<file path="src/include/twt_pkg.sv">
// constants, types and register map of the two-wire target block
// assumes a 10 MHz system clock and an apb master with 32-bit data
package twt_pkg;
    localparam logic [7:0] OFF_CTRL = 8'h00;
    localparam logic [7:0] OFF_COND = 8'h04;
    localparam logic [7:0] OFF_OWN = 8'h08;
    localparam logic [7:0] OFF_DATA = 8'h0c;
    localparam int B_DONE = 7;
    localparam int B_ACK = 6;
    localparam int B_STA = 5;
    localparam int B_STO = 4;
    localparam int B_WC = 3;
    localparam int B_EN = 2;
    localparam int B_IE = 0;
    localparam logic [7:0] OWN_RST = 8'h00;
    localparam logic [7:0] DATA_RST = 8'hff;
    localparam logic [6:0] GC_ADDR = 7'h00;
    localparam logic [7:0] C_NONE = 8'hf8;
    localparam logic [7:0] C_SLAW = 8'h60;
    localparam logic [7:0] C_ALW = 8'h68;
    localparam logic [7:0] C_GC = 8'h70;
    localparam logic [7:0] C_ALGC = 8'h78;
    localparam logic [7:0] C_RX = 8'h80;
    localparam logic [7:0] C_RXN = 8'h88;
    localparam logic [7:0] C_GRX = 8'h90;
    localparam logic [7:0] C_GRXN = 8'h98;
    localparam logic [7:0] C_STOP = 8'ha0;
    localparam logic [7:0] C_SLAR = 8'ha8;
    localparam logic [7:0] C_ALR = 8'hb0;
    localparam logic [7:0] C_TX = 8'hb8;
    localparam logic [7:0] C_TXN = 8'hc0;
    localparam logic [7:0] C_TXL = 8'hc8;
    localparam int CLK_PERIOD_NS = 100;
    localparam int START_HOLD_NS = 4000;
    localparam logic [5:0] START_HOLD_CYC =
        6'((START_HOLD_NS + CLK_PERIOD_NS - 1) / CLK_PERIOD_NS);
    typedef enum logic [3:0] {
        S_IDLE = 4'h0,
        S_ADDR = 4'h1,
        S_AACK = 4'h2,
        S_RX = 4'h3,
        S_RACK = 4'h4,
        S_TX = 4'h5,
        S_TACK = 4'h6,
        S_WAIT = 4'h7,
        S_IGN = 4'h8
    } twt_state_t;
    typedef struct packed {
        logic ack_en;
        logic sta;
        logic sto;
        logic en;
        logic ie;
    } twt_ctl_t;
    typedef struct packed {
        logic scl;
        logic sda;
    } twt_pins_t;
endpackage : twt_pkg

</file>
<file path="src/hw/twt_target.sv">
// two-wire bus target engine with apb register access
// assumes scl and sda come from pins outside the clock domain
//
// The register offsets and register access over APB were decided locally.
`timescale 1ns/100ps
module twt_target (
    input wire logic sys_clk_in,
    input wire logic nrst_in,
    input wire logic ce_in,
    input wire logic psel_in,
    input wire logic penable_in,
    input wire logic pwrite_in,
    input wire logic [7:0] paddr_in,
    input wire logic [31:0] pwdata_in,
    output logic [31:0] prdata_out,
    output logic pready_out,
    output logic pslverr_out,
    input wire logic scl_in,
    output logic scl_out,
    output logic scl_oe_out,
    input wire logic sda_in,
    output logic sda_out,
    output logic sda_oe_out
);
    twt_pkg::twt_pins_t sy1_reg, sy2_reg, sy3_reg;
    twt_pkg::twt_ctl_t ctl_reg;
    twt_pkg::twt_state_t state_reg, st_next;
    logic done_reg, wc_reg, str_reg, str_next, drv_reg, drv_next;
    logic rw_reg, rw_next, gc_reg, gc_next, al_reg, al_next;
    logic rxa_reg, rxa_next, last_reg, last_next, mack_reg, mack_next;
    logic spend_reg, done_set, dat_cap;
    logic [3:0] cnt_reg, cnt_next;
    logic [7:0] sh_reg, sh_next, own_reg, data_reg, code_reg, code_next;
    logic [5:0] shold_reg;
    logic [31:0] prdata_reg, rd_mux;

    // bus access decode
    wire acc = psel_in && penable_in && ce_in;
    wire setup = psel_in && !penable_in && ce_in;
    wire hit_ctrl = paddr_in == twt_pkg::OFF_CTRL;
    wire hit_cond = paddr_in == twt_pkg::OFF_COND;
    wire hit_own = paddr_in == twt_pkg::OFF_OWN;
    wire hit_data = paddr_in == twt_pkg::OFF_DATA;
    wire hit = hit_ctrl || hit_cond || hit_own || hit_data;
    wire wr = acc && pwrite_in;
    wire wr_ctrl = wr && hit_ctrl;
    wire wr_data = wr && hit_data;
    wire clr_done = wr_ctrl && pwdata_in[twt_pkg::B_DONE];
    assign pready_out = ce_in;
    assign pslverr_out = acc && !hit;
    assign prdata_out = prdata_reg;

    // bus line conditions, all from synchronised samples
    wire scl_s = sy2_reg.scl;
    wire sda_s = sy2_reg.sda;
    wire scl_rise = scl_s && !sy3_reg.scl;
    wire scl_fall = !scl_s && sy3_reg.scl;
    wire start_det = scl_s && sy3_reg.scl && !sda_s && sy3_reg.sda;
    wire stop_det = scl_s && sy3_reg.scl && sda_s && !sy3_reg.sda;
    wire addressed = state_reg == twt_pkg::S_RX || state_reg == twt_pkg::S_RACK
        || state_reg == twt_pkg::S_TX || state_reg == twt_pkg::S_TACK;
    wire bus_free = state_reg == twt_pkg::S_IDLE && scl_s && sda_s;
    wire own_hit = ctl_reg.ack_en && sh_reg[7:1] == own_reg[7:1];
    // general call only with own-address lsb
    wire gc_hit = ctl_reg.ack_en && own_reg[0] && sh_reg[7:1] == twt_pkg::GC_ADDR;
    wire cont_rx = code_reg == twt_pkg::C_SLAW || code_reg == twt_pkg::C_ALW
        || code_reg == twt_pkg::C_GC || code_reg == twt_pkg::C_ALGC
        || code_reg == twt_pkg::C_RX || code_reg == twt_pkg::C_GRX;
    wire cont_tx = code_reg == twt_pkg::C_SLAR || code_reg == twt_pkg::C_ALR
        || code_reg == twt_pkg::C_TX;
    wire exit_code = !cont_rx && !cont_tx;
    wire wait_clr = state_reg == twt_pkg::S_WAIT && clr_done;
    wire [7:0] aack_code = rw_reg ? (al_reg ? twt_pkg::C_ALR : twt_pkg::C_SLAR)
        : gc_reg ? (al_reg ? twt_pkg::C_ALGC : twt_pkg::C_GC)
        : (al_reg ? twt_pkg::C_ALW : twt_pkg::C_SLAW);
    wire [7:0] rack_code = gc_reg ? (rxa_reg ? twt_pkg::C_GRX : twt_pkg::C_GRXN)
        : (rxa_reg ? twt_pkg::C_RX : twt_pkg::C_RXN);
    // last byte ends in 0xc0 or 0xc8
    wire [7:0] tack_code = last_reg ? (mack_reg ? twt_pkg::C_TXL : twt_pkg::C_TXN)
        : (mack_reg ? twt_pkg::C_TX : twt_pkg::C_TXN);

    // stretch scl while done in wait state
    assign scl_oe_out = done_reg && str_reg;
    assign scl_out = 1'b0;
    assign sda_oe_out = drv_reg || shold_reg != 6'h00;
    assign sda_out = 1'b0;

    always_comb begin
        rd_mux = 32'h0;
        if (hit_ctrl) begin
            rd_mux[7:0] = {done_reg, ctl_reg.ack_en, ctl_reg.sta, ctl_reg.sto,
                wc_reg, ctl_reg.en, 1'b0, ctl_reg.ie};
        end else if (hit_cond) begin
            rd_mux[7:0] = {code_reg[7:3], 3'h0};
        end else if (hit_own) begin
            rd_mux[7:0] = own_reg;
        end else if (hit_data) begin
            rd_mux[7:0] = data_reg;
        end
    end

    always_comb begin
        st_next = state_reg;
        cnt_next = cnt_reg;
        sh_next = sh_reg;
        drv_next = drv_reg;
        code_next = code_reg;
        str_next = str_reg;
        rw_next = rw_reg;
        gc_next = gc_reg;
        al_next = al_reg || shold_reg == 6'h01;
        rxa_next = rxa_reg;
        last_next = last_reg;
        mack_next = mack_reg;
        done_set = 1'b0;
        dat_cap = 1'b0;
        if (!ctl_reg.en) begin
            st_next = twt_pkg::S_IDLE;
            drv_next = 1'b0;
        end else if (start_det || stop_det) begin
            st_next = start_det ? twt_pkg::S_ADDR : twt_pkg::S_IDLE;
            cnt_next = 4'h0;
            drv_next = 1'b0;
            if (addressed) begin
                done_set = 1'b1;
                code_next = twt_pkg::C_STOP;
                str_next = 1'b0;
            end
        end else if (wait_clr) begin
            cnt_next = 4'h0;
            if (cont_rx) begin
                st_next = twt_pkg::S_RX;
                // ack choice travels with the clearing write
                rxa_next = pwdata_in[twt_pkg::B_ACK];
            end else if (cont_tx) begin
                st_next = twt_pkg::S_TX;
                last_next = !pwdata_in[twt_pkg::B_ACK];
                drv_next = !data_reg[7];
                sh_next = {data_reg[6:0], 1'b0};
            end else begin
                st_next = twt_pkg::S_IGN;
            end
        end else begin
            case (state_reg)
                twt_pkg::S_ADDR, twt_pkg::S_RX: begin
                    if (scl_rise) begin
                        sh_next = {sh_reg[6:0], sda_s};
                        cnt_next = cnt_reg + 4'h1;
                    end
                    if (scl_fall && cnt_reg == 4'h8 && state_reg == twt_pkg::S_RX) begin
                        dat_cap = 1'b1;
                        drv_next = rxa_reg;
                        st_next = twt_pkg::S_RACK;
                    end else if (scl_fall && cnt_reg == 4'h8) begin
                        rw_next = sh_reg[0];
                        gc_next = !own_hit;
                        drv_next = own_hit || gc_hit;
                        st_next = (own_hit || gc_hit) ? twt_pkg::S_AACK : twt_pkg::S_IGN;
                    end
                end
                twt_pkg::S_AACK: begin
                    if (scl_fall) begin
                        drv_next = 1'b0;
                        done_set = 1'b1;
                        str_next = 1'b1;
                        code_next = aack_code;
                        al_next = 1'b0;
                        st_next = twt_pkg::S_WAIT;
                    end
                end
                twt_pkg::S_RACK: begin
                    if (scl_fall) begin
                        drv_next = 1'b0;
                        done_set = 1'b1;
                        str_next = 1'b1;
                        code_next = rack_code;
                        st_next = twt_pkg::S_WAIT;
                    end
                end
                twt_pkg::S_TX: begin
                    if (scl_rise) begin
                        cnt_next = cnt_reg + 4'h1;
                    end
                    if (scl_fall && cnt_reg == 4'h8) begin
                        drv_next = 1'b0;
                        st_next = twt_pkg::S_TACK;
                    end else if (scl_fall) begin
                        drv_next = !sh_reg[7];
                        sh_next = {sh_reg[6:0], 1'b0};
                    end
                end
                twt_pkg::S_TACK: begin
                    if (scl_rise) begin
                        mack_next = !sda_s;
                    end
                    if (scl_fall) begin
                        done_set = 1'b1;
                        str_next = 1'b1;
                        code_next = tack_code;
                        st_next = twt_pkg::S_WAIT;
                    end
                end
                default: begin
                end
            endcase
        end
    end

    always_ff @(posedge sys_clk_in or negedge nrst_in) begin
        if (!nrst_in) begin
            sy1_reg <= 2'h3;
            sy2_reg <= 2'h3;
            sy3_reg <= 2'h3;
        end else if (ce_in) begin
            sy1_reg <= {scl_in, sda_in};
            sy2_reg <= sy1_reg;
            sy3_reg <= sy2_reg;
        end
    end

    always_ff @(posedge sys_clk_in or negedge nrst_in) begin
        if (!nrst_in) begin
            state_reg <= twt_pkg::S_IDLE;
            cnt_reg <= 4'h0;
            sh_reg <= 8'h00;
            drv_reg <= 1'b0;
            code_reg <= twt_pkg::C_NONE;
            str_reg <= 1'b0;
            {rw_reg, gc_reg, al_reg, rxa_reg, last_reg, mack_reg} <= 6'h00;
        end else if (ce_in) begin
            state_reg <= st_next;
            cnt_reg <= cnt_next;
            sh_reg <= sh_next;
            drv_reg <= drv_next;
            code_reg <= code_next;
            str_reg <= str_next;
            {rw_reg, gc_reg, al_reg} <= {rw_next, gc_next, al_next};
            {rxa_reg, last_reg, mack_reg} <= {rxa_next, last_next, mack_next};
        end
    end

    always_ff @(posedge sys_clk_in or negedge nrst_in) begin
        if (!nrst_in) begin
            ctl_reg <= 5'h00;
            done_reg <= 1'b0;
            wc_reg <= 1'b0;
            own_reg <= twt_pkg::OWN_RST;
            data_reg <= twt_pkg::DATA_RST;
            prdata_reg <= 32'h0;
        end else if (ce_in) begin
            if (wr_ctrl) begin
                ctl_reg <= {pwdata_in[twt_pkg::B_ACK], pwdata_in[twt_pkg::B_STA],
                    pwdata_in[twt_pkg::B_STO], pwdata_in[twt_pkg::B_EN],
                    pwdata_in[twt_pkg::B_IE]};
            end
            // set wins over a same-cycle clear
            done_reg <= done_set || (done_reg && !clr_done);
            if (wr_data) begin
                wc_reg <= !done_reg;
            end
            if (wr && hit_own) begin
                own_reg <= pwdata_in[7:0];
            end
            if (dat_cap) begin
                data_reg <= sh_reg;
            end else if (wr_data && done_reg) begin
                data_reg <= pwdata_in[7:0];
            end
            if (setup) begin
                prdata_reg <= rd_mux;
            end
        end
    end

    always_ff @(posedge sys_clk_in or negedge nrst_in) begin
        if (!nrst_in) begin
            spend_reg <= 1'b0;
            shold_reg <= 6'h00;
        end else if (ce_in) begin
            // start once the bus is free
            if (wait_clr && exit_code && pwdata_in[twt_pkg::B_STA]) begin
                spend_reg <= 1'b1;
            end else if (clr_done && state_reg != twt_pkg::S_WAIT
                && pwdata_in[twt_pkg::B_STA]) begin
                spend_reg <= 1'b1;
            end else if (shold_reg == 6'h01) begin
                spend_reg <= 1'b0;
            end
            if (spend_reg && bus_free && shold_reg == 6'h00) begin
                shold_reg <= twt_pkg::START_HOLD_CYC;
            end else if (shold_reg != 6'h00) begin
                shold_reg <= shold_reg - 6'h01;
            end
        end
    end
endmodule : twt_target

</file>
<file path="config.mk">
export PLATFORM = sky130hd
export DESIGN_NAME = twt_target
export DESIGN_NICKNAME = d
export VERILOG_FILES = /design/src/include/twt_pkg.sv /design/src/hw/twt_target.sv
export SDC_FILE = /design/constraint.sdc
export NUM_CORES = 1
export LEC_CHECK = 0
export ABC_AREA = 1
export BUFFER_PORTS_ARGS = -buffer_cell sky130_fd_sc_hd__buf_2
export CORE_ASPECT_RATIO = 1.75
export CORE_MARGIN = 2
export CORE_UTILIZATION = 60
export DETAILED_ROUTE_END_ITERATION = 10
export PLACE_DENSITY = 0.92
export SYNTH_ARGS = -nofsm -noshare
export SYNTH_HDL_FRONTEND = slang
export SYNTH_SLANG_ARGS = --single-unit
export TNS_END_PERCENT = 100
</file>
<file path="constraint.sdc">
create_clock -name sys_clk_in -period 3.4 [get_ports sys_clk_in]
set_clock_uncertainty 0.1 [all_clocks]
set_input_delay 0.51 -clock sys_clk_in [delete_from_list [all_inputs] [get_ports sys_clk_in]]
set_output_delay 0.51 -clock sys_clk_in [all_outputs]
set_load 0.03 [all_outputs]
</file>
==> results of run 1 <==
==> where the power goes <==
group,switching [mW],leakage [nW],internal (mW)
Combinational,0.203,1.48,0.0831
Sequential,0.0405,0.924,0.932
Clock,0.351,0.139,0.530
Total,0.594,2.54,1.55
==> metrics by stage <==
stage	cell area, um^2	setup WS (ps)	cells	hold WS, ps	power, mW
finish	4990	976	743	46.5	2.14
global route	4990	787	743	81.7	2.22
CTS	4990	1010	743	59.8	2.14
detailed placement	4710	908	727	356	1.27
global placement	4710	939	727	353	1.25
floorplan	4650	1430	636	114	1.20
==> area by class of cell <==
class                      instances  area share
sequential                        73       0.371
multi-input combinational        447       0.449
timing repair buffer              40      0.0427
clock buffer                      13      0.0522
inverter                          79      0.0595
tap                               88      0.0221
clock inverter                     3     0.00301
==> layout by cell type (no fill, tap or decap), types with 5 or more instances in the layout <==
| cell | count |
|---|---|
| inv_2 | 10 |
| buf_4 | 5 |
| a21oi_1 | 15 |
| o21ai_0 | 37 |
| nand2_2 | 10 |
| o21ai_1 | 19 |
| nor3_1 | 8 |
| nand4_1 | 20 |
| dfstp_2 | 19 |
| inv_1 | 69 |
| nor2_1 | 38 |
| clkbuf_16 | 9 |
| nand3_1 | 39 |
| buf_2 | 35 |
| dfrtp_1 | 54 |
| conb_1 | 26 |
| nand2_1 | 177 |
==> routing by layer <==
metal	GRT usage	up-vias	wire length (um)
met5	0	-	0
met4	0.159	0	522
met3	0.0525	43	749
met2	0.513	215	6000
met1	0.327	2008	4440
li1	-	2026	-
==> kinds of logic after synthesis <==
| family | count (synthesis) |
|---|---|
| mux | 3 |
| flops | 73 |
| xor+xnor | 5 |
| other cells | 1 |
| fa+ha+maj | 4 |
| simple gates | 318 |
| compound gates | 91 |
| buf+inv | 116 |
==> final timing paths <==
check	startpoint	end	slack [ps]	cells after the start
max	state_reg[1]$_DFFE_PN0P_	sh_reg[4]$_DFFE_PN0P_	980	8
min	nrst_in	own_reg[1]$_DFFE_PN0P_	50	1
max reg2reg	state_reg[1]$_DFFE_PN0P_	sh_reg[4]$_DFFE_PN0P_	980	8
min reg2reg	sy1_reg[0]$_DFFE_PN1P_	sy1_reg[0]$_DFFE_PN1P_	360	2
max in group asynchronous	nrst_in	sy3_reg[1]$_DFFE_PN1P_	2350	2
min in group sys_clk_in	sda_in	sy1_reg[0]$_DFFE_PN1P_	260	3
==> flow_metrics.tcl, run 1 <==
set metrics [dict create \
    outcome "complete, no violations" \
    slowest_stage "dfrtp_1" \
    start_kind "flop" \
    pin_count 86 \
    dieArea_mm2 0.00834 \
    fmax_mhz 413 \
    crit_type "reg -> reg" \
    cts_root_buffer "clkbuf_16" \
    syn_to_final_growth_pct 9.33 \
    n_antenna_cell 0 \
    drtIter0Drc 533 \
    grt_pass1_wl_um 18900 \
    cap_violations 0 \
    grt_setup_unrepaired "no" \
    cts_max_level 3 \
    hold_viol 0 \
    dp_hpwl_um 8770 \
    synthXorXnorAreaFrac 0.00960 \
    multi_input_area_mm2 0.00224 \
    synth_seq_cells 73 \
    grt_pass1_vias 4105 \
    synth.avg_cell_area_um2 7.46 \
    hold_class "in -> async" \
    cp.arrival_ps 2550 \
    drive_above_1_share 0.180 \
    yosysMostFrequentCell "nand2_1" \
    path_buf_inv 0 \
    nFillCells 632 \
    synth_fa_ha_area_frac 0.0110 \
    ctsHoldBuffers 0 \
    port_buffers 35 \
    cts_tree "yes" \
    synthArstFlopShare 1.00 \
    gp_congestion 0.963 \
    power_density_mw_per_mm2 429 \
    setup_viol_count_final 0 \
    setup_tns_ps 0 \
    end_kind "flop" \
    yosys-top-cells-count "177 x nand2_1, 69 x inv_1, 54 x dfrtp_1, 39 x nand3_1, 38 x nor2_1" \
    antenna_found_initial 0 \
    dr.pass1.iters 8 \
    drt-total-wl_um 11700 \
    vias 4292 \
    drt-wirelength-per-cell_um 15.8 \
    fp.dieW_um 69.9 \
    netlist.area_leader.share 0.296 \
    cts_setup_buffers 0 \
    clkSlewWorstSetupHoldPaths_ps 50 \
    crit_fanout 16 \
    grt_max_degree 29 \
    irDropWorstVdd_v 0.000329 \
    grtUsageTotal 0.291 \
    synth.area.mux_share 0.00741 \
    drc 0 \
    final.min_clock_period_ps 2420 \
    synthFlopType "dfrtp_1" \
    cp_top_family "simple AND/OR/NAND/NOR gates" \
    clock-sinks 73 \
    synth_area_leaders "dfrtp_1 30%, nand2_1 15%, dfstp_2 11%" \
    worst_path_most_repeated_cell "nand2_1" \
    rows 42 \
    utilization 0.668 \
    p_leak_nw 2.55 \
    cpPeakStageDelay_ps 500 \
    ff_latch_area_mm2 0.00185 \
    worstPathRequired_ps 3530 \
    ant_nets 0 \
    ys_types 45 \
    yosysSeqAreaShare 0.406 \
    cts.path.max_buffers 2 \
    numCtsBuffers 9 \
    synth_warnings 0 \
    path_cells "nand2_1 > nor2_1 > nand4_2 > o21ai_1 > or2_2 > nand3_4 > nand2_1 > nand2_1" \
    grt_remaining_overflow 0 \
    initial_core_util 0.611 \
    cts_resized 0 \
    period_share 0.713 \
    synth_compound_area_frac 0.111 \
    maxSlewHeadroom 0.596 \
    synth_edf_count 0 \
    vias_per_cell 5.78 \
    tightestPinTransition_ps 602 \
    netlist_area_mm2 0.00456 \
    postSynthCellCount 611 \
    synth_area_leader_cell "dfrtp_1" \
    layout.nets 702 \
    core_mm2 0.00746 \
    clock_latency_ps 340 \
    synth-simple-area-share 0.331 \
    maxSlewViolCount 0 \
    synth_top_family_by_area "simple AND/OR/NAND/NOR gates" \
    die_h_um 119 \
]
Note: power is estimated with default switching activity, not from simulation.
==> run 2: changes to the inputs <==
Settings changed: CORE_UTILIZATION 60 to 56, PLACE_DENSITY 0.92 to 0.87.
Clock period 3.4 ns to 2.32 ns, I/O delays scaled along.
==> run 2 against run 1 <==
First-iteration DRC count is 43% lower. Non-clock buffer count is 11 higher. Combinational power is 52% higher. Clock-buffer cell count is 4 lower. Hold slack better by 62 ps. Worst setup slack worse by 840 ps. Sequential share of layout area is 1.2 points lower. Final cell count is 1.7% higher. Sequential power is 46% higher. Global-route usage is 0.76 points lower. Register-to-register slack worse by 750 ps. Highest routed layer unchanged.
==> flow_metrics.tcl, run 2 (synthesized netlist as in run 1, its figures left out) <==
set metrics [dict create \
    grt_pass1_wl_um 19300 \
    drt-total-wl_um 11600 \
    ant_nets 0 \
    p_leak_nw 2.62 \
    final_common_cell "nand2_1" \
    hold_class "in -> reg" \
    pin_count 86 \
    drive_above_1_share 0.195 \
    rows 43 \
    worstReg2RegEnd "sh_reg[4]$_DFFE_PN0P_" \
    outcome "complete, no violations" \
    power_density_mw_per_mm2 655 \
    setup_viol_count_final 0 \
    cts_setup_buffers 0 \
    slowest_stage "dfrtp_1" \
    total_power_mw 3.37 \
    cts_root_buffer "clkbuf_16" \
    clock_latency_ps 340 \
    hold_viol 0 \
    cp.arrival_ps 1730 \
    period_share 0.939 \
    vias 4259 \
    n_antenna_cell 0 \
    cp-endpoint "sda_oe_out" \
    clkSlewWorstSetupHoldPaths_ps 60 \
    final.min_clock_period_ps 2180 \
    clock-sinks 73 \
    worstSetupStartpoint "shold_reg[0]$_DFFE_PN0P_" \
    instances_no_fill 756 \
    cp_top_family "simple AND/OR/NAND/NOR gates" \
    dp_hpwl_um 8950 \
    numCtsBuffers 9 \
    worstPathRequired_ps 1870 \
    path_cells "inv_1 > ha_1 > nand3_1 > or2_2 > buf_2" \
    gp_congestion 0.929 \
    antenna_found_initial 0 \
    path_buf_inv 2 \
    initial_core_util 0.577 \
    core_mm2 0.00791 \
    cpPeakStageDelay_ps 410 \
    grt_pass1_vias 4125 \
    grt_max_degree 74 \
    syn_to_final_growth_pct 12.8 \
    fmax_mhz 459 \
    port_buffers 35 \
    die_h_um 123 \
    vias_per_cell 5.63 \
    setup_tns_ps 0 \
    final_cell_mix "177 x nand2_1, 69 x inv_1, 54 x dfrtp_1, 39 x nand3_1, 38 x nor2_1" \
    nFillCells 697 \
    numPlacedInstances 739 \
    start_kind "flop" \
    fp.dieW_um 72.2 \
    end_kind "output pin" \
    dieArea_mm2 0.00891 \
    grtUsageTotal 0.284 \
    irDropWorstVdd_v 0.000655 \
    grt_setup_unrepaired "no" \
    drt-wirelength-per-cell_um 15.4 \
    cap_violations 0 \
    cts.path.max_buffers 2 \
    cp.depth 5 \
    r2r-start "state_reg[3]$_DFFE_PN0P_" \
    crit_fanout 5 \
    crit_type "reg -> out" \
    dr.pass1.iters 5 \
    cts_max_level 3 \
    reg2reg_slack_ps 230 \
    r2r_cells 9 \
    drtIter0Drc 302 \
    layout.nets 713 \
    cts_tree "yes" \
    maxSlewViolCount 0 \
    drc 0 \
    grt_remaining_overflow 0 \
]
-- run 2: cell count changes in the layout (fill, tap and decap cells not counted) --
cell and change:
inv_6 +2, dlygate4sd3_1 +1, nand4_2 -1, buf_12 +1
clkinv_4 +1, clkinv_2 -3, clkinvlp_4 +2, clkbuf_1 -2
clkbuf_8 -2, buf_4 +9, nand4_4 +1, bufinv_16 +2
-- run 2: metrics by stage --
step	util	area [um^2]	worst slack (ps)	hold WS, ps
after global placement	0.607	4800	207	301
after detailed placement	0.607	4800	176	310
after floorplan	-	4650	562	-47.6
after CTS	0.650	5140	139	104
final	0.651	5150	141	108
after global routing	0.651	5150	30.1	122
-- run 2: per-layer routing --
layer	vias to the layer above	global-route usage	wire length (um)
li1	2041	-	-
met5	-	0	0
met4	0	0.167	582
met1	2010	0.319	4390
met3	40	0.0611	656
met2	168	0.485	6010
-- run 2: worst min path at each step --
stage,depth (start not counted),slack (ps),start,end
after global placement,2,300,nrst_in,own_reg[2]$_DFFE_PN0P_
after detailed placement,2,310,nrst_in,own_reg[2]$_DFFE_PN0P_
after floorplan,0,-50,nrst_in,al_reg$_DFFE_PN0P_
after global routing,3,120,sda_in,sy1_reg[0]$_DFFE_PN1P_
final,3,110,scl_in,sy1_reg[1]$_DFFE_PN1P_
after CTS,3,100,sda_in,sy1_reg[0]$_DFFE_PN1P_
-- run 2: report_power, final --
| part | switching [mW] | total, mW | internal [mW] |
|---|---|---|---|
| combinational | 0.304 | 0.434 | 0.129 |
| sequential | 0.0539 | 1.42 | 1.37 |
| clock | 0.566 | 1.52 | 0.950 |
| total | 0.924 | 3.37 | 2.44 |
-- run 2: worst reg2reg max path: stages (launching register included) --
cell,delay (ps)
dfrtp_1,410
inv_1,60
nand2_1,100
nor2_1,300
nand4_4,260
o21ai_1,180
or2_2,280
nand3_4,150
nand2_1,90
nand2_1,50
-- run 2: timing repair --
item,4_1_cts,5_1_grt
gates resized for setup,0,1
endpoints found under the hold margin,54,0
setup endpoints to repair,0,5
hold buffers,1,0
-- run 2: area by class of cell --
class / instances / area [um^2] / share of cell area
Multi-Input combinational cell: 447 / 2250 / 0.437
Tap cell: 90 / 113 / 0.0219
Inverter: 79 / 297 / 0.0576
Clock buffer: 9 / 225 / 0.0438
Sequential cell: 73 / 1850 / 0.360
Clock inverter: 7 / 101 / 0.0197
Timing Repair Buffer: 51 / 310 / 0.0603
